==> src/verilog/field_store_pkg.sv <==
package field_store_pkg;
    // register offsets on the AHB-Lite slave (byte addresses)
    localparam logic [7:0] INSTR_OFS = 8'h00;
    localparam logic [7:0] FIELD_CFG_OFS = 8'h04;
    localparam logic [7:0] STATUS_OFS = 8'h08;
    localparam logic [7:0] LAST_ADDR_OFS = 8'h0C;

    // opcode pattern in bits 15:10 of the instruction word
    localparam logic [5:0] OPCODE_STORE_PREDEC = 6'h28;
    localparam int OPCODE_LSB = 10;
    localparam int FSEL_BIT = 9;
    localparam int SRC_LSB = 5;
    localparam int FILE_BIT = 4;
    localparam int DST_LSB = 0;

    // field configuration register layout
    localparam int FS_FIRST_LSB = 0;
    localparam int FE_FIRST_BIT = 5;
    localparam int FS_SECOND_LSB = 6;
    localparam int FE_SECOND_BIT = 11;
    localparam logic [11:0] FIELD_CFG_RESET = 12'h000;

    // status register layout
    localparam int STAT_BUSY_BIT = 0;
    localparam int STAT_ILLEGAL_BIT = 1;
    localparam int STAT_DROPPED_BIT = 2;

    localparam logic [5:0] FULL_FIELD = 6'h20;
    localparam logic [15:0] INSTR_RESET = 16'h0000;

    typedef enum logic [1:0] {
        ST_IDLE = 2'b00,
        ST_FETCH = 2'b01,
        ST_STORE = 2'b11
    } exec_state_t;
endpackage

==> src/verilog/field_store_predecrement.sv <==
// The register offsets and the AHB-Lite interface to the registers were decided locally.
`timescale 1ns/1ps
// Operation
// RQ1 - subtract field size from destination address, store field at the result
// RQ2 - destination register holds a bit address, used unscaled
// RQ3 - any field width from 1 to 32 bits is stored
// RQ4 - width and extension come from the last written field-size settings
// RQ5 - software keeps source and destination in the same register file
// RQ6 - source is the right-justified low bits of the source register
// RQ7 - decremented address is written back to the destination register
// RQ8 - select bit 0 picks first field size, 1 picks the second
// RQ9 - single 16-bit instruction word; status flags are left untouched
module field_store_predecrement (
    // clock and reset
    input wire logic hclk,
    input wire logic hresetn,
    // AHB-Lite slave
    input wire logic hsel,
    input wire logic [31:0] haddr,
    input wire logic [1:0] htrans,
    input wire logic hwrite,
    input wire logic [2:0] hsize,
    input wire logic [31:0] hwdata,
    input wire logic hready,
    output logic hreadyout,
    output logic hresp,
    output logic [31:0] hrdata,
    // register file read ports, combinational data
    output logic [4:0] rf_src_idx,
    output logic [4:0] rf_dst_idx,
    input wire logic [31:0] rf_src_data,
    input wire logic [31:0] rf_dst_data,
    // register file write port
    output logic rf_wr_en,
    output logic [4:0] rf_wr_idx,
    output logic [31:0] rf_wr_data,
    // memory field write path
    output logic mem_wr_valid,
    input wire logic mem_wr_ready,
    output logic [31:0] mem_wr_addr,
    output logic [31:0] mem_wr_data,
    output logic [5:0] mem_wr_size,
    output logic mem_wr_ext
);
    // field size code 0 means a 32-bit field
    function automatic logic [5:0] field_width(input logic [4:0] code);
        field_width = (code == 5'h00) ? field_store_pkg::FULL_FIELD : {1'b0, code};
    endfunction

    function automatic logic [31:0] field_mask(input logic [5:0] width);
        logic [63:0] ones;
        ones = (64'h1 << width) - 64'h1;
        field_mask = ones[31:0];
    endfunction

    // bus address phase capture
    logic wr_pend_ff;
    logic [7:0] wr_addr_ff;
    logic [15:0] instr_ff;
    logic [11:0] field_cfg_ff;
    logic illegal_ff;
    logic dropped_ff;
    logic [31:0] hrdata_ff;
    logic [31:0] last_addr_ff;
    field_store_pkg::exec_state_t state_ff;
    field_store_pkg::exec_state_t nxt_state;

    wire addr_phase = hsel && htrans[1] && hready;
    wire [7:0] acc_addr = haddr[7:0];
    wire wr_instr = wr_pend_ff && (wr_addr_ff == field_store_pkg::INSTR_OFS);
    wire wr_cfg = wr_pend_ff && (wr_addr_ff == field_store_pkg::FIELD_CFG_OFS);
    wire wr_status = wr_pend_ff && (wr_addr_ff == field_store_pkg::STATUS_OFS);
    wire busy = (state_ff != field_store_pkg::ST_IDLE);

    // decode of a newly written instruction word
    wire [15:0] new_instr = hwdata[15:0];
    wire opcode_ok = (new_instr[15:field_store_pkg::OPCODE_LSB] ==
                      field_store_pkg::OPCODE_STORE_PREDEC); // RQ9
    wire issue = wr_instr && !busy && opcode_ok;
    wire reject = wr_instr && !busy && !opcode_ok;
    // a write while busy is refused rather than queued: no buffer is kept
    wire lost = wr_instr && busy;

    // operand fields of the held instruction
    wire fsel = instr_ff[field_store_pkg::FSEL_BIT];
    wire file_sel = instr_ff[field_store_pkg::FILE_BIT];
    wire [3:0] src_num = instr_ff[field_store_pkg::SRC_LSB +: 4];
    wire [3:0] dst_num = instr_ff[field_store_pkg::DST_LSB +: 4];

    // field size settings
    wire [4:0] fs_first = field_cfg_ff[field_store_pkg::FS_FIRST_LSB +: 5];
    wire [4:0] fs_second = field_cfg_ff[field_store_pkg::FS_SECOND_LSB +: 5];
    wire fe_first = field_cfg_ff[field_store_pkg::FE_FIRST_BIT];
    wire fe_second = field_cfg_ff[field_store_pkg::FE_SECOND_BIT];
    wire [5:0] cur_size = fsel ? field_width(fs_second) : field_width(fs_first); // RQ4 RQ8
    wire cur_ext = fsel ? fe_second : fe_first; // RQ8
    // address arithmetic wraps modulo 2^32, as the core's own adder does
    wire [31:0] predec_addr = rf_dst_data - {26'h0, cur_size}; // RQ1 RQ2
    wire [31:0] src_field = rf_src_data & field_mask(cur_size); // RQ6 RQ3
    wire store_done = (state_ff == field_store_pkg::ST_STORE) && mem_wr_ready;

    // both operands index one register file through the shared file bit
    assign rf_src_idx = {file_sel, src_num}; // RQ5
    assign rf_dst_idx = {file_sel, dst_num};
    assign hreadyout = 1'b1;
    assign hresp = 1'b0;
    assign hrdata = hrdata_ff;
    assign mem_wr_valid = (state_ff == field_store_pkg::ST_STORE);

    always_comb begin
        case (state_ff)
            field_store_pkg::ST_IDLE: nxt_state = issue ? field_store_pkg::ST_FETCH
                                                        : field_store_pkg::ST_IDLE;
            field_store_pkg::ST_FETCH: nxt_state = field_store_pkg::ST_STORE;
            field_store_pkg::ST_STORE: nxt_state = mem_wr_ready ? field_store_pkg::ST_IDLE
                                                                : field_store_pkg::ST_STORE;
            default: nxt_state = field_store_pkg::ST_IDLE;
        endcase
    end

    wire [31:0] status_word = {29'h0, dropped_ff, illegal_ff, busy};
    wire [31:0] nxt_hrdata =
        (acc_addr == field_store_pkg::INSTR_OFS) ? {16'h0, instr_ff} :
        (acc_addr == field_store_pkg::FIELD_CFG_OFS) ? {20'h0, field_cfg_ff} :
        (acc_addr == field_store_pkg::STATUS_OFS) ? status_word :
        (acc_addr == field_store_pkg::LAST_ADDR_OFS) ? last_addr_ff : 32'h0;

    always_ff @(posedge hclk or negedge hresetn) begin
        if (!hresetn) begin
            wr_pend_ff <= 1'b0;
            wr_addr_ff <= 8'h00;
            hrdata_ff <= 32'h0;
        end else begin
            wr_pend_ff <= addr_phase && hwrite;
            wr_addr_ff <= acc_addr;
            if (addr_phase && !hwrite) begin
                hrdata_ff <= nxt_hrdata;
            end
        end
    end

    // a setting written after the fetch cycle first applies to the next store
    always_ff @(posedge hclk or negedge hresetn) begin
        if (!hresetn) begin
            field_cfg_ff <= field_store_pkg::FIELD_CFG_RESET;
            instr_ff <= field_store_pkg::INSTR_RESET;
        end else begin
            if (wr_cfg) begin
                field_cfg_ff <= hwdata[11:0]; // RQ4
            end
            if (issue) begin
                instr_ff <= new_instr; // RQ9
            end
        end
    end

    // sticky errors; a hardware set in the clearing cycle wins
    always_ff @(posedge hclk or negedge hresetn) begin
        if (!hresetn) begin
            illegal_ff <= 1'b0;
            dropped_ff <= 1'b0;
        end else begin
            illegal_ff <= reject || (illegal_ff &&
                          !(wr_status && hwdata[field_store_pkg::STAT_ILLEGAL_BIT]));
            dropped_ff <= lost || (dropped_ff &&
                          !(wr_status && hwdata[field_store_pkg::STAT_DROPPED_BIT]));
        end
    end

    always_ff @(posedge hclk or negedge hresetn) begin
        if (!hresetn) begin
            state_ff <= field_store_pkg::ST_IDLE;
            mem_wr_addr <= 32'h0;
            mem_wr_data <= 32'h0;
            mem_wr_size <= 6'h00;
            mem_wr_ext <= 1'b0;
        end else begin
            state_ff <= nxt_state;
            if (state_ff == field_store_pkg::ST_FETCH) begin
                mem_wr_addr <= predec_addr; // RQ1 RQ2
                mem_wr_data <= src_field; // RQ6
                mem_wr_size <= cur_size; // RQ3
                mem_wr_ext <= cur_ext;
            end
        end
    end

    // destination gets the same decremented address the memory saw
    always_ff @(posedge hclk or negedge hresetn) begin
        if (!hresetn) begin
            rf_wr_en <= 1'b0;
            rf_wr_idx <= 5'h00;
            rf_wr_data <= 32'h0;
            last_addr_ff <= 32'h0;
        end else begin
            rf_wr_en <= store_done; // RQ7
            if (store_done) begin
                rf_wr_idx <= rf_dst_idx;
                rf_wr_data <= mem_wr_addr; // RQ7
                last_addr_ff <= mem_wr_addr;
            end
        end
    end

    a_predec_addr: assert property (@(posedge hclk) disable iff (!hresetn) // RQ1
        (state_ff == field_store_pkg::ST_FETCH) |=>
        mem_wr_valid && (mem_wr_addr == $past(rf_dst_data) - {26'h0, $past(cur_size)}))
        else $error("store address is not destination minus field size");

    a_bit_granular: assert property (@(posedge hclk) disable iff (!hresetn) // RQ2
        (state_ff == field_store_pkg::ST_FETCH) |=>
        (mem_wr_addr[3:0] == $past(rf_dst_data[3:0]) - $past(cur_size[3:0])))
        else $error("bit address low bits were scaled or lost");

    a_width_range: assert property (@(posedge hclk) disable iff (!hresetn) // RQ3
        mem_wr_valid |-> (mem_wr_size >= 6'h01) && (mem_wr_size <= 6'h20)
        && ((mem_wr_data & ~field_mask(mem_wr_size)) == 32'h0))
        else $error("field width outside 1 to 32 or data wider than field");

    a_size_source: assert property (@(posedge hclk) disable iff (!hresetn) // RQ4
        (state_ff == field_store_pkg::ST_FETCH) && fsel |=>
        (mem_wr_size == field_width($past(fs_second))) && (mem_wr_ext == $past(fe_second)))
        else $error("second field setting not used");

    a_src_justify: assert property (@(posedge hclk) disable iff (!hresetn) // RQ6
        (state_ff == field_store_pkg::ST_FETCH) |=>
        (mem_wr_data == ($past(rf_src_data) & field_mask(mem_wr_size))))
        else $error("source field not right justified");

    a_addr_wback: assert property (@(posedge hclk) disable iff (!hresetn) // RQ7
        mem_wr_valid && mem_wr_ready |=>
        rf_wr_en && (rf_wr_data == $past(mem_wr_addr)) && (rf_wr_idx == $past(rf_dst_idx)))
        else $error("decremented address not written back");

    a_select_first: assert property (@(posedge hclk) disable iff (!hresetn) // RQ8
        (state_ff == field_store_pkg::ST_FETCH) && !fsel |=>
        (mem_wr_size == field_width($past(fs_first))) && (mem_wr_ext == $past(fe_first)))
        else $error("select bit 0 did not pick the first field size");

    a_single_word: assert property (@(posedge hclk) disable iff (!hresetn) // RQ9
        reject |=> (state_ff == field_store_pkg::ST_IDLE) && illegal_ff && !rf_wr_en)
        else $error("foreign opcode started an execution");

    // the far side may hold off for any time; the request must not drift meanwhile
    a_store_hold: assert property (@(posedge hclk) disable iff (!hresetn) // RQ1
        mem_wr_valid && !mem_wr_ready |=>
        mem_wr_valid && $stable(mem_wr_addr) && $stable(mem_wr_data)
        && $stable(mem_wr_size) && $stable(mem_wr_ext))
        else $error("store request changed before it was accepted");

    // an accepted word spends one cycle reading operands before it stores
    a_issue_order: assert property (@(posedge hclk) disable iff (!hresetn) // RQ9
        issue |=> (state_ff == field_store_pkg::ST_FETCH) && (instr_ff == $past(new_instr))
        ##1 mem_wr_valid)
        else $error("accepted instruction did not reach the store step");

    a_drop_busy: assert property (@(posedge hclk) disable iff (!hresetn) // RQ9
        lost |=> dropped_ff && (instr_ff == $past(instr_ff)))
        else $error("instruction written while busy was not dropped");

    a_foreign_kept: assert property (@(posedge hclk) disable iff (!hresetn) // RQ9
        reject |=> (instr_ff == $past(instr_ff)))
        else $error("foreign opcode replaced the held instruction");

    // the register file sees exactly one write per accepted store
    a_wback_pulse: assert property (@(posedge hclk) disable iff (!hresetn) // RQ7
        rf_wr_en |=> !rf_wr_en)
        else $error("address write-back lasted more than one cycle");

    a_wback_match: assert property (@(posedge hclk) disable iff (!hresetn) // RQ7
        rf_wr_en |-> (last_addr_ff == rf_wr_data) && (rf_wr_idx == rf_dst_idx)
        && (rf_wr_data == mem_wr_addr))
        else $error("write-back and reported address disagree");

    a_idle_quiet: assert property (@(posedge hclk) disable iff (!hresetn) // RQ7
        !mem_wr_valid |=> !rf_wr_en)
        else $error("write-back without an accepted store");

    // sticky status and settings
    a_cfg_take: assert property (@(posedge hclk) disable iff (!hresetn) // RQ4
        wr_cfg |=> (field_cfg_ff == $past(hwdata[11:0])))
        else $error("field setting write not taken");

    a_clear_illegal: assert property (@(posedge hclk) disable iff (!hresetn) // RQ9
        wr_status && hwdata[field_store_pkg::STAT_ILLEGAL_BIT] && !reject |=> !illegal_ff)
        else $error("illegal flag not cleared by software");

    a_clear_dropped: assert property (@(posedge hclk) disable iff (!hresetn) // RQ9
        wr_status && hwdata[field_store_pkg::STAT_DROPPED_BIT] && !lost |=> !dropped_ff)
        else $error("dropped flag not cleared by software");

    // flags only fall through a software clear
    a_illegal_keep: assert property (@(posedge hclk) disable iff (!hresetn) // RQ9
        illegal_ff && !wr_status |=> illegal_ff)
        else $error("illegal flag fell without a clear");

    a_dropped_keep: assert property (@(posedge hclk) disable iff (!hresetn) // RQ9
        dropped_ff && !wr_status |=> dropped_ff)
        else $error("dropped flag fell without a clear");

    // code 0 stands for a full 32-bit field, never for width 0
    a_size_legal: assert property (@(posedge hclk) disable iff (!hresetn) // RQ3
        (state_ff == field_store_pkg::ST_FETCH) |->
        (cur_size != 6'h00) && (cur_size <= field_store_pkg::FULL_FIELD))
        else $error("selected field width outside 1 to 32");
endmodule

==> config.mk <==
export PLATFORM = sky130hd
export DESIGN_NAME = field_store_predecrement
export DESIGN_NICKNAME = d
export VERILOG_FILES = /design/src/verilog/field_store_pkg.sv /design/src/verilog/field_store_predecrement.sv
export SDC_FILE = /design/constraint.sdc
export NUM_CORES = 1
export LEC_CHECK = 0
export BUFFER_PORTS_ARGS = -buffer_cell sky130_fd_sc_hd__buf_2
export CAP_MARGIN = 40
export CORE_AREA = 2 2 226 139
export DETAILED_ROUTE_END_ITERATION = 8
export DIE_AREA = 0 0 228 141
export GPL_ROUTABILITY_DRIVEN = 0
export PLACE_DENSITY = 0.52
export RECOVER_POWER = 25
export SETUP_SLACK_MARGIN = 0.2
export SYNTH_ARGS = -nofsm -noshare
export SYNTH_HDL_FRONTEND = slang
export SYNTH_SLANG_ARGS = --single-unit
==> constraint.sdc <==
create_clock -name hclk -period 4.1 [get_ports hclk]
set_clock_uncertainty 0.15 [all_clocks]
set_input_delay 0 -clock hclk [delete_from_list [all_inputs] [get_ports hclk]]
set_output_delay 0 -clock hclk [all_outputs]
set_load 0.005 [all_outputs]
; ---- Word-level counts from Yosys, hierarchy flattened
; Cells that the tools add are included.
[totals]
reg_bits = 182
latchBits = 0
mem_bits_rw = 0
mem_bits_ro = 0
input_bits = 139
output_inout_bits = 154
word_cells = 67
mem_count = 0
[op_classes]
addsub = 2
multipliers = 0
div_mod_pow = 0
n_lt_le_gt_ge = 0
eq_ne = 8
n_shift = 1
muxes = 11
bitwise = 1
reduce_logical = 29
[ops]
columns = op, count
row1 = 2-to-1 mux 32 bit, 4
row2 = bitwise AND 32 bit, 1
row3 = "<< shifter 1 x 6 -> 32 bit, first input constant", 1
row4 = "subtractor 32 x 1 -> 32 bit, second input constant", 1
row5 = subtractor 32 x 6 -> 32 bit, 1
row6 = "equality test 8 x 4 -> 1 bit, second input constant", 3
row7 = 2-to-1 mux 6 bit, 3
row8 = "equality test 8 x 3 -> 1 bit, second input constant", 2
row9 = logical AND 1 bit, 16
row10 = logical NOT 8 bit, 2
row11 = logical NOT 5 bit, 2
row12 = "equality test 6 bit, second input constant", 1
row13 = one-hot mux 2 bit (3 select lines), 1
row14 = logical NOT 1 bit, 5
row15 = "equality test 2 x 1 -> 1 bit, second input constant", 1
row16 = "equality test 2 bit, second input constant", 1
row17 = logical NOT 2 bit, 1
row18 = logical OR 1 bit, 2
row19 = 2-to-1 mux 1 bit, 2
row20 = 2-to-1 mux 2 bit, 1
row21 = nonzero test 2 bit, 1

; ---- Logic depth before layout (Yosys ltp)
; Gate-level depths: netlist of the first run.
[depth]
word_depth = 6
mapped_depth = 12

; ---- Worst setup path before layout of the first run
; OpenSTA, ideal clock, no wires.
[synth_timing]
path_kind = register to register
start = register instr_ff[9]
end = register mem_wr_addr[28]
arrival_ps = 2939
t_required_ps = 3819
setup_slack_ps = 880
path_stages_with_launch = 13
period_less_slack_ps = 3220
cell_sequence = dfrtp_1 > buf_2 > buf_1 > mux2_2 > ha_1 > fa_1 > nor2b_1 > o21ai_0 > a21oi_1 > clkbuf_1 > nor4_1 > xnor2_1 > o21ai_1
[synth_via]
elab_chain_cells = 2
[synth_lines]
columns = element, line
row1 = start: declaration, field_store_predecrement.sv:59  ; logic [15:0] instr_ff;
row2 = start signal: assignment, field_store_predecrement.sv:146  ; instr_ff <= field_store_pkg::INSTR_RESET;
row3 = start signal: assignment, field_store_predecrement.sv:152  ; instr_ff <= new_instr;
row4 = 2-to-1 mux 6 bit, field_store_predecrement.sv:95  ; wire [5:0] cur_size = fsel ? field_width(fs_second) : field_width(fs_first);
row5 = named net cur_size[0], field_store_predecrement.sv:95
row6 = subtractor 32 x 6 -> 32 bit, field_store_predecrement.sv:98  ; wire [31:0] predec_addr = rf_dst_data - {26'h0, cur_size};
row7 = end signal: assignment, field_store_predecrement.sv:180  ; mem_wr_addr <= predec_addr;
row8 = end: declaration, field_store_predecrement.sv:40  ; output logic [31:0] mem_wr_addr,
; The timed path passes the listed nets, and every way through them passes these cells.
; A chain may end at the register's enable or synchronous reset.

; ---- Worst setup path after layout of the first run
[layout_timing]
start = register instr_ff[9]
end = register mem_wr_addr[8]
; Same word-level chain as after synthesis.

==> metrics.md, run 1 <==
| Metric | Value |
|---|---|
| Status | `finished, violations left` |
| Failing checks | `capacitance limit, slew limit` |
| Placed instance area | `10,600 sq um` |
| Final Cycle Share | `87.5%` |
| RSZ-0062 raised after global routing | `no` |
| H-tree depth | `4` |
| Async SR Flop Fraction | `100%` |
| Commonest non-fill, non-tap cell in the layout | `buf_2` |
| Clk pin slew, worst setup/hold paths | `0.08 ns` |
| Largest family of logic cells by synthesized area | `simple AND/OR/NAND/NOR gates` |
| Post-DRT Antenna Nets | `0` |
| Drt drc | `0` |
| Slew headroom | `-71.6%` |
| Gr ovfl total | `0` |
| Slew Viols, Final | `54` |
| Hold Crit Depth | `6` |
| Resize count post-CTS | `0` |
| Slowest-stage cell, CP | `dlygate4sd3_1` |
| Placed insts | `1,504` |
| Post-Place Worst Slack | `0.583 ns` |
| HP Class | `in2reg` |
| Core box area | `30,400 sq um` |
| Final instance area | `12,200 sq um` |
| Die Wd | `228 microns` |
| EDFF count, synth | `0` |
| CP max FO | `13` |
| Via count | `8,007` |
| Proportion of layout cells with a drive suffix above 1 | `28.5%` |
| Total I/O pin count | `293` |
| I/O Buffers | `246` |
| Clock buffer depth | `2` |
| Non-filler cells, final | `1,644` |
| Xor and xnor area share after synthesis | `3.14%` |
| Synthesis-stage register bit count | `182` |
| Top_reg_cell synth | `dfrtp_1` |
| Final Util | `40.2%` |
| Mapped cell area | `8920 sq um` |
| Vias in the first global route | `7,778` |
| Initial antenna violation count | `1` |
| Mux contribution to synthesized area | `9.56%` |
| Initial core utilization | `29.3%` |
| Total power | `4.58 mW` |
| Worst Setup Slack, final | `0.514 ns` |
| Layout filler cell count | `3,093` |
| Crit-path max cell delay | `0.58 ns` |
| CTS Buf Count | `17` |
| TritonCTS clock tree | `built` |
| Leakage | `5.70 nW` |
| Fraction of the mapped netlist area in adder cells | `1.21%` |
| Data arrival, critical path | `3.74 ns` |
| Largest net degree at the start of global routing | `68` |
| Final setup TNS | `0 ns` |
| Count of cell types in the netlist | `67` |
| Syn Inst Count | `886` |
| DPL Wire Length | `23,500 microns` |
| Hold slack | `0.0313 ns` |
| Max_cap viols | `1` |
| Crit path time final | `3.59 ns` |
| Max Freq | `279 MHz` |
| Critical path endpoint category | `register` |
| Max VDD drop | `206 uV` |
| Ys Warns | `0` |
| Critical path class | `reg2reg` |
| Final Hold Fails | `0` |
| Die ar. | `32,100 sq um` |
| Clock tree root buffer cell | `clkbuf_16` |
| Vias per cell | `4.87` |
| Die Height | `141 microns` |
| Endpoints failing setup | `0` |
| Compound-cell area share of the yosys netlist | `13.9%` |
| DR pass1 iterations | `5` |
| Global-route usage over all layers | `19.8%` |
| Post-Synth Simple-Gate Area | `16.7%` |
| Clock latency on the worst-skew pair | `0.45 ns` |
| Slew @ Worst Pin | `2.57 ns` |
| Layout Area Growth over Synthesis | `37.2%` |
| Crit path cell chain | `buf_4 -> mux2_2 -> ha_1 -> fa_1 -> nor2b_1 -> o21ai_0 -> a21oi_1 -> buf_4 -> nor4_1 -> xnor2_1 -> dlygate4sd3_1 -> o21ai_0` |
| Iter 0 DRT Violations | `727` |
| Routed WL per cell | `19.4 microns` |
| CP required | `4.26 ns` |
| Global-route wire length before repair | `48,300 microns` |
| Row count | `50` |
| FF-to-FF path depth | `12` |
| Most frequent cells in the layout | `199 x buf_2, 182 x dfrtp_1, 132 x nand2_1` |
| Crit start category | `register` |
| Clock sinks | `182` |
| Nets@finish | `1,361` |
| Final WL | `31,900 microns` |
| Sequential area share after synthesis | `51.1%` |
| Power per cell area | `374 nW/um^2` |
| Post-Syn Area per Cell | `10.1 sq um` |
==> Yosys cell counts (6+ instances only) <==
master | number | share of area [%]
nor4_1 | 15 | 1.1
ha_1 | 7 | 0.98
dfrtp_1 | 182 | 51
xnor2_1 | 22 | 2.2
and2_1 | 6 | 0.42
a31oi_1 | 14 | 0.98
or3_1 | 8 | 0.56
or2_2 | 7 | 0.49
buf_4 | 12 | 1.0
a32o_1 | 7 | 0.79
clkbuf_1 | 50 | 2.1
a21oi_1 | 11 | 0.62
nand2_1 | 132 | 5.6
nor3_1 | 19 | 1.1
nor2_1 | 52 | 2.2
nand3_1 | 15 | 0.84
xor2_1 | 10 | 0.98
o21ai_0 | 90 | 5.1
mux2_2 | 67 | 8.5
nand2b_1 | 6 | 0.42
a22oi_1 | 10 | 0.84
inv_1 | 20 | 0.84
nor2b_1 | 9 | 0.63
o31ai_1 | 14 | 1.2
==> registers in the layout, summed over array words and instances (netlist names), 2 cells and up <==
signal	flops
state_ff	2
rf_wr_idx	5
instr_ff	16
last_addr_ff	32
mem_wr_size	6
mem_wr_addr	32
wr_addr_ff	8
mem_wr_data	32
hrdata	32
field_cfg_ff	12
==> cell families after synthesis <==
| kind of cell | after synthesis |
|---|---|
| buffers and inverters | 90 |
| AO/OA/AOI/OAI | 194 |
| XOR/XNOR | 32 |
| flip-flops | 182 |
| multiplexers | 73 |
| AND/OR/NAND/NOR | 305 |
| adder cells (fa/ha/maj) | 8 |
| other | 2 |
==> path summary, 6_finish.rpt <==
check	end	from	slack, ns
setup / recovery	mem_wr_addr[8]	instr_ff[9]	0.51
hold / removal	hrdata[15]	htrans[1]	0.03
setup reg to reg	mem_wr_addr[8]	instr_ff[9]	0.51
hold reg to reg	mem_wr_data[1]	mem_wr_data[1]	0.32
max in group asynchronous	mem_wr_data[1]	hresetn	0.75
min in group asynchronous	mem_wr_data[19]	hresetn	0.53
==> routing by layer <==
metal  global-route usage [%]  part of all wire [%]  vias to the layer above
li1                         -                     -                     3803
met1                     29.5                    49                     3910
met2                     28.0                    42                      270
met3                     5.68                   7.2                       24
met4                     5.09                   1.4                        0
met5                        0                     0                        -
==> repair_timing <==
action                                  4_1_cts  5_1_grt
endpoints found under the setup margin        0        2
hold buffers                                103        0
setup buffers                                 0        4
endpoints found under the hold margin       248        0
==> power breakdown <==
| group | switching (mW) | internal [mW] |
|---|---|---|
| clock network | 0.858 | 0.881 |
| registers | 0.135 | 1.96 |
| logic | 0.393 | 0.347 |
| total | 1.39 | 3.19 |
==> area by class of cell <==
cell class	count	area (sq um)	share of cell area [%]
Sequential cell	182	4550	37.2
Multi-Input combinational cell	615	4000	32.7
Timing Repair Buffer	377	2460	20.1
Tap cell	416	520	4.26
Clock buffer	17	425	3.48
Clock inverter	15	189	1.54
Inverter	21	78.8	0.645
Antenna cell	1	2.50	0.0205
==> critical path: cells and delay by family, from the launching register on <==
| family | cells | cell delay (ns) |
|---|---|---|
| AO/OA/AOI/OAI | 3 | 0.33 |
| XOR/XNOR | 1 | 0.18 |
| adder cells (fa/ha/maj) | 2 | 0.65 |
| buffers and inverters | 3 | 1.04 |
| flip-flops | 1 | 0.46 |
| multiplexers | 1 | 0.43 |
| AND/OR/NAND/NOR | 2 | 0.21 |
(Power assumes the default switching activity.)
==> run 2: changes to the inputs <==
--- a/config.mk
+++ b/config.mk
@@ -5,13 +5,14 @@
 export SDC_FILE = /design/constraint.sdc
 export NUM_CORES = 1
 export LEC_CHECK = 0
+export ABC_AREA = 1
 export BUFFER_PORTS_ARGS = -buffer_cell sky130_fd_sc_hd__buf_2
 export CAP_MARGIN = 40
-export CORE_AREA = 2 2 226 139
+export CORE_AREA = 2 2 230 141
 export DETAILED_ROUTE_END_ITERATION = 8
-export DIE_AREA = 0 0 228 141
+export DIE_AREA = 0 0 232 143
 export GPL_ROUTABILITY_DRIVEN = 0
-export PLACE_DENSITY = 0.52
+export PLACE_DENSITY = 0.51
 export RECOVER_POWER = 25
 export SETUP_SLACK_MARGIN = 0.2
 export SYNTH_ARGS = -nofsm -noshare
==> constraint.sdc (replaced) <==
create_clock -name hclk -period 3.45 [get_ports hclk]
set_clock_uncertainty 0.15 [all_clocks]
set_input_delay 0 -clock hclk [delete_from_list [all_inputs] [get_ports hclk]]
set_output_delay 0 -clock hclk [all_outputs]
set_load 0.005 [all_outputs]
==> metrics.md, run 2 <==
| Metric | Value |
|---|---|
| Yosys top cell by area | `dfrtp_1` |
| Critical path class | `reg2reg` |
| Failing checks | `capacitance limit, slew limit` |
| Max VDD drop | `315 uV` |
| Proportion of layout cells with a drive suffix above 1 | `22.4%` |
| HP Class | `in2reg` |
| Endpoints failing setup | `0` |
| DR pass1 iterations | `8` |
| Initial core utilization | `29.8%` |
| CP max FO | `9` |
| Clock network power share | `31.2%` |
| Final WL | `31,700 microns` |
| Total I/O pin count | `293` |
| Synthesis-stage register bit count | `182` |
| R2R Setup Slk | `0.42 ns` |
| Hold endpoint | `hrdata[0]` |
| Clk pin slew, worst setup/hold paths | `0.08 ns` |
| I/O Buffers | `246` |
| Die ar. | `33,200 sq um` |
| Crit path time final | `3.03 ns` |
| Async SR Flop Fraction | `100%` |
| Sw power | `2.12 mW` |
| Worst Setup Slack, final | `0.421 ns` |
| Final setup TNS | `0 ns` |
| Row count | `50` |
| Leakage | `6.27 nW` |
| Data arrival, critical path | `3.20 ns` |
| Critical path endpoint category | `register` |
| FF-to-FF path depth | `13` |
| Top cell type's share of synthesized area | `49.4%` |
| Post-DRT Antenna Nets | `0` |
| Die Height | `143 microns` |
| DPL Wire Length | `23,400 microns` |
| Hold Crit Depth | `6` |
| Post-Place Worst Slack | `0.362 ns` |
| Global-route usage over all layers | `19.2%` |
| Vias per cell | `4.73` |
| Top_reg_cell synth | `dfrtp_1` |
| Max Freq | `330 MHz` |
| Synth area leaders | `dfrtp_1 49%, nand2_1 12%, o21ai_0 7.0%` |
| Iter 0 DRT Violations | `645` |
| Vias in the first global route | `8,316` |
| Die Wd | `232 microns` |
| CTS Buf Count | `17` |
| Slew headroom | `-51.4%` |
| Post-Syn Area per Cell | `8.01 sq um` |
| Clock sinks | `182` |
| Largest net degree at the start of global routing | `87` |
| FF-to-FF End | `mem_wr_addr[14]` |
| Syn Inst Count | `1,150` |
| Post-CTS Setup Repair Bufs | `0` |
| Core box area | `31,000 sq um` |
| TritonCTS clock tree | `built` |
| Via count | `8,986` |
| H-tree depth | `4` |
| Slew @ Worst Pin | `2.27 ns` |
| Placed insts | `1,772` |
| Hold Startpoint | `htrans[1]` |
| Status | `finished, violations left` |
| RSZ-0062 raised after global routing | `no` |
| Gr ovfl total | `0` |
| Clock buffer depth | `2` |
| Internal power | `4.30 mW` |
| Power per cell area | `519 nW/um^2` |
| Global-route wire length before repair | `48,100 microns` |
| Count of cell types in the netlist | `44` |
| Clock tree root buffer cell | `clkbuf_16` |
| Final Cycle Share | `87.8%` |
| Layout Area Growth over Synthesis | `34.2%` |
| Final Hold Fails | `0` |
| Sequential area share after synthesis | `49.4%` |
| Part of the power in combinational logic | `22.8%` |
| Crit start category | `register` |
| Non-filler cells, final | `1,898` |
| Commonest cells post-synth | `291 x nand2_1, 182 x dfrtp_1, 129 x o21ai_0` |
| R2R Path Start | `instr_ff[9]` |
| Clock latency on the worst-skew pair | `0.45 ns` |
| Register share of total power | `46.0%` |
| Count leader, synth | `nand2_1` |
| Mapped cell area | `9220 sq um` |
| Slew Viols, Final | `86` |
| Switching Share | `33.0%` |
| CP required | `3.63 ns` |
| Commonest non-fill, non-tap cell in the layout | `nand2_1` |
| EDFF count, synth | `0` |
| Max_cap viols | `1` |
| Nets@finish | `1,614` |
| Drt drc | `0` |
| Routed WL per cell | `16.7 microns` |
| Initial antenna violation count | `0` |
| Ys Warns | `0` |
| Most frequent cells in the layout | `291 x nand2_1, 226 x buf_2, 181 x dfrtp_1` |
[run 2: cell count changes in the layout (fill, tap and decap cells not counted), moves of 11 or more]
cell	before	now
buf_2	199	226
buf_4	26	15
clkbuf_1	45	19
inv_1	20	116
mux2_2	67	2
nand2_1	132	291
nand3_1	14	48
nand4_1	5	59
nor2_1	52	110
o21ai_0	90	129
o31ai_1	14	0
xnor2_1	22	5
[run 2: worst max-delay path, cell delays in order, from the launching register on]
cell and delay [ns]:
dfrtp_2 0.46, buf_6 0.16, o21ai_4 0.18, nand3_1 0.14, nor2_4 0.15, inv_1 0.07, ha_1 0.30, a21o_1 0.18
o21bai_2 0.22, nor2_2 0.13, nand2_1 0.05, dlygate4sd3_1 0.55, nand3_1 0.10, nand2_1 0.07
[run 2: area by class of cell]
type	instances	area, sq um
Timing Repair Buffer	359	2340
Fill cell	3269	18600
Inverter	120	450
Tap cell	416	520
Clock buffer	17	425
Sequential cell	182	4560
Multi-Input combinational cell	787	3910
Antenna cell	2	5.00
Clock inverter	15	166
[run 2: cell families after synthesis]
| family | synth area share [%] |
|---|---|
| XOR/XNOR | 0.760 |
| multiplexers | 0.244 |
| AND/OR/NAND/NOR | 27.7 |
| other | 0.0815 |
| buffers and inverters | 8.74 |
| adder cells (fa/ha/maj) | 1.17 |
| flip-flops | 49.4 |
| AO/OA/AOI/OAI | 11.8 |
[run 2: through the flow]
stage | power, mW | util [%] | area, sq um | hold WS [ns]
finish | 6.42 | 40.0 | 12400 | 0.0514
global route | 6.83 | 39.9 | 12400 | 0.0347
CTS | 6.53 | 39.9 | 12400 | 0.0130
detailed placement | 4.41 | 35.0 | 10900 | -0.0335
global placement | 4.39 | 35.0 | 10800 | -0.0448
floorplan | 3.49 | - | 9220 | -0.446
[run 2: worst max path at each step]
stage	from	endpoint	slack (ns)	cells past startpoint
final	instr_ff[9]	mem_wr_addr[14]	0.42	13
after global routing	instr_ff[9]	mem_wr_addr[27]	0.21	15
after CTS	instr_ff[9]	mem_wr_addr[14]	0.23	14
after detailed placement	instr_ff[9]	mem_wr_addr[27]	0.36	15
after global placement	instr_ff[9]	mem_wr_addr[27]	0.42	15
after floorplan	instr_ff[9]	mem_wr_addr[21]	0.50	18
[run 2: power groups by stage]
stage               clock (mW)  combinational, mW  sequential, mW
finish                    2.01               1.46            2.95
global route              2.15               1.66            3.02
CTS                       2.07               1.50            2.96
detailed placement           0               1.42            3.00
global placement             0               1.40            3.00
floorplan                    0              0.526            2.97
[run 2: layer usage]
layer	global-route usage [%]	vias to the layer above	part of all wire [%]
li1	-	4405	-
met1	28.8	4313	51
met2	28.3	256	43
met3	4.13	12	5.7
met4	3.85	0	0.70
met5	0	-	0
[run 2: repair_timing]
item	in CTS	in global routing
hold endpoints to repair	221	0
endpoints found under the setup margin	0	18
resized for setup	0	10
hold buffers	92	0
==> run 3: changes to the inputs <==
--- a/config.mk
+++ b/config.mk
@@ -12,6 +12,7 @@
 export DETAILED_ROUTE_END_ITERATION = 8
 export DIE_AREA = 0 0 232 143
 export GPL_ROUTABILITY_DRIVEN = 0
+export HOLD_SLACK_MARGIN = 0.06
 export PLACE_DENSITY = 0.51
 export RECOVER_POWER = 25
 export SETUP_SLACK_MARGIN = 0.2
==> metrics.md, run 3 (synthesis results as in run 2) <==
| Metric | Value |
|---|---|
| Status | `finished, final reports clean` |
| CP required | `3.63 ns` |
| CP max FO | `28` |
| Drt drc | `0` |
| Nets@finish | `1,625` |
| Multi-input gate area | `3910 sq um` |
| Layout Area Growth over Synthesis | `34.8%` |
| Hold slack | `0.126 ns` |
| Crit start category | `register` |
| Slew headroom | `44.2%` |
| Global-route usage over all layers | `19.4%` |
| TritonCTS clock tree | `built` |
| Clock network power share | `31.3%` |
| CP most frequent cell | `nand2_1` |
| Most frequent cells in the layout | `291 x nand2_1, 181 x dfrtp_1, 172 x buf_2` |
| Post-DRT Antenna Nets | `0` |
| Proportion of layout cells with a drive suffix above 1 | `18.6%` |
| Via count | `8,961` |
| I/O Buffers | `246` |
| Final setup TNS | `0 ns` |
| RSZ-0062 raised after global routing | `no` |
| Antenna cells | `0` |
| Core box area | `31,000 sq um` |
| Initial core utilization | `29.8%` |
| Gr ovfl total | `0` |
| DPL Wire Length | `23,400 microns` |
| Row count | `50` |
| Hold Crit Depth | `2` |
| Crit-path max cell delay | `0.55 ns` |
| Register share of total power | `46.3%` |
| Max_cap viols | `0` |
| Initial antenna violation count | `0` |
| Total I/O pin count | `293` |
| Die Wd | `232 microns` |
| Data arrival, critical path | `3.21 ns` |
| Clock latency on the worst-skew pair | `0.45 ns` |
| H-tree depth | `4` |
| Die Height | `143 microns` |
| Largest net degree at the start of global routing | `62` |
| HP Class | `in2reg` |
| Critical path class | `reg2reg` |
| Routed WL per cell | `16.8 microns` |
| Max VDD drop | `314 uV` |
| Global-route wire length before repair | `48,500 microns` |
| Max Freq | `329 MHz` |
| R2R Setup Slk | `0.41 ns` |
| Part of the power in combinational logic | `22.3%` |
| Clk pin slew, worst setup/hold paths | `0.08 ns` |
| Crit path time final | `3.04 ns` |
| Final Hold Fails | `0` |
| Clock sinks | `182` |
| Post-CTS Setup Repair Bufs | `0` |
| Critical path endpoint category | `register` |
| Power per cell area | `514 nW/um^2` |
| Die ar. | `33,200 sq um` |
| CTS Buf Count | `17` |
| Final Cycle Share | `88.0%` |
| Endpoints failing setup | `0` |
| Clock tree root buffer cell | `clkbuf_16` |
| Internal power | `4.26 mW` |
| Vias in the first global route | `8,411` |
| Commonest non-fill, non-tap cell in the layout | `nand2_1` |
| Leakage | `6.14 nW` |
| Slowest-stage cell, CP | `dlygate4sd3_1` |
| Placed insts | `1,772` |
| Crit path cell chain | `buf_6 -> o21ai_2 -> buf_4 -> ha_1 -> nand3_1 -> nand2_1 -> nand2_1 -> o21bai_2 -> nor2_2 -> nand2_1 -> dlygate4sd3_1 -> nand3_1 -> nand2_1` |
| DR pass1 iterations | `6` |
| Slew Viols, Final | `0` |
| Hold Startpoint | `haddr[3]` |
| FF-to-FF path depth | `13` |
| Iter 0 DRT Violations | `726` |
| Non-filler cells, final | `1,907` |
| R2R Path Start | `instr_ff[9]` |
| Sw power | `2.12 mW` |
| CP startpoint | `instr_ff[9]` |
| Vias per cell | `4.70` |
| Layout filler cell count | `3,282` |
| Clock buffer depth | `2` |
| Register Area | `4560 sq um` |
| Slew @ Worst Pin | `0.838 ns` |
| Final WL | `32,000 microns` |
| Switching Share | `33.3%` |
## run 3: cell types whose count changed in the layout (fill, tap and decap cells not counted), sizes merged
cell / previous run / this run
clkbuf: 37 / 90
buf: 247 / 195
dlygate4sd3: 92 / 102
diode: 2 / 0
## run 3: critical path: cells and delay by family, from the launching register on
kind,cells,cell delay (ns)
simple gates,7,0.63
flops,1,0.46
compound gates,2,0.28
fa+ha+maj,1,0.35
buf+inv,3,1.05
## run 3: power groups by stage
stage               clock, mW  sequential (mW)  combinational (mW)
finish                   2.00             2.96                1.43
global route             2.15             3.03                1.62
CTS                      2.07             2.96                1.51
detailed placement          0             3.00                1.42
global placement            0             3.00                1.40
floorplan                   0             2.97               0.526
## run 3: what timing repair did
item,CTS,global route
resized for setup,0,10
endpoints found under the hold margin,263,0
hold buffers,103,0
setup endpoints to repair,0,18
## run 3: worst paths after layout
path,to
max,mem_wr_addr[14]
min,wr_addr_ff[3]
max reg2reg,mem_wr_addr[14]
min reg2reg,instr_ff[13]
max in group asynchronous,mem_wr_size[0]
min in group asynchronous,last_addr_ff[14]
## run 3: stage by stage
| stage | cell area (sq um) | setup slack (ns) | power [mW] | util [%] |
|---|---|---|---|---|
| floorplan | 9220 | 0.497 | 3.49 | - |
| global placement | 10800 | 0.419 | 4.39 | 35.0 |
| detailed placement | 10900 | 0.362 | 4.41 | 35.0 |
| CTS | 12500 | 0.226 | 6.55 | 40.3 |
| global route | 12400 | 0.206 | 6.80 | 40.1 |
| finish | 12400 | 0.415 | 6.39 | 40.1 |
## run 3: area by class of cell
cell class                      count  area share, %
Inverter                          120           3.62
Timing Repair Buffer              370           19.3
Clock buffer                       17           3.42
Clock inverter                     15           1.34
Tap cell                          416           4.19
Multi-Input combinational cell    787           31.4
Sequential cell                   182           36.7
## run 3: per-layer routing
metal	vias to the layer above	routed length (microns)	GRT usage [%]
met5	-	0	0
met4	0	233	3.85
met3	14	1780	4.13
met2	239	13900	28.7
met1	4280	16100	28.8
li1	4428	-	-
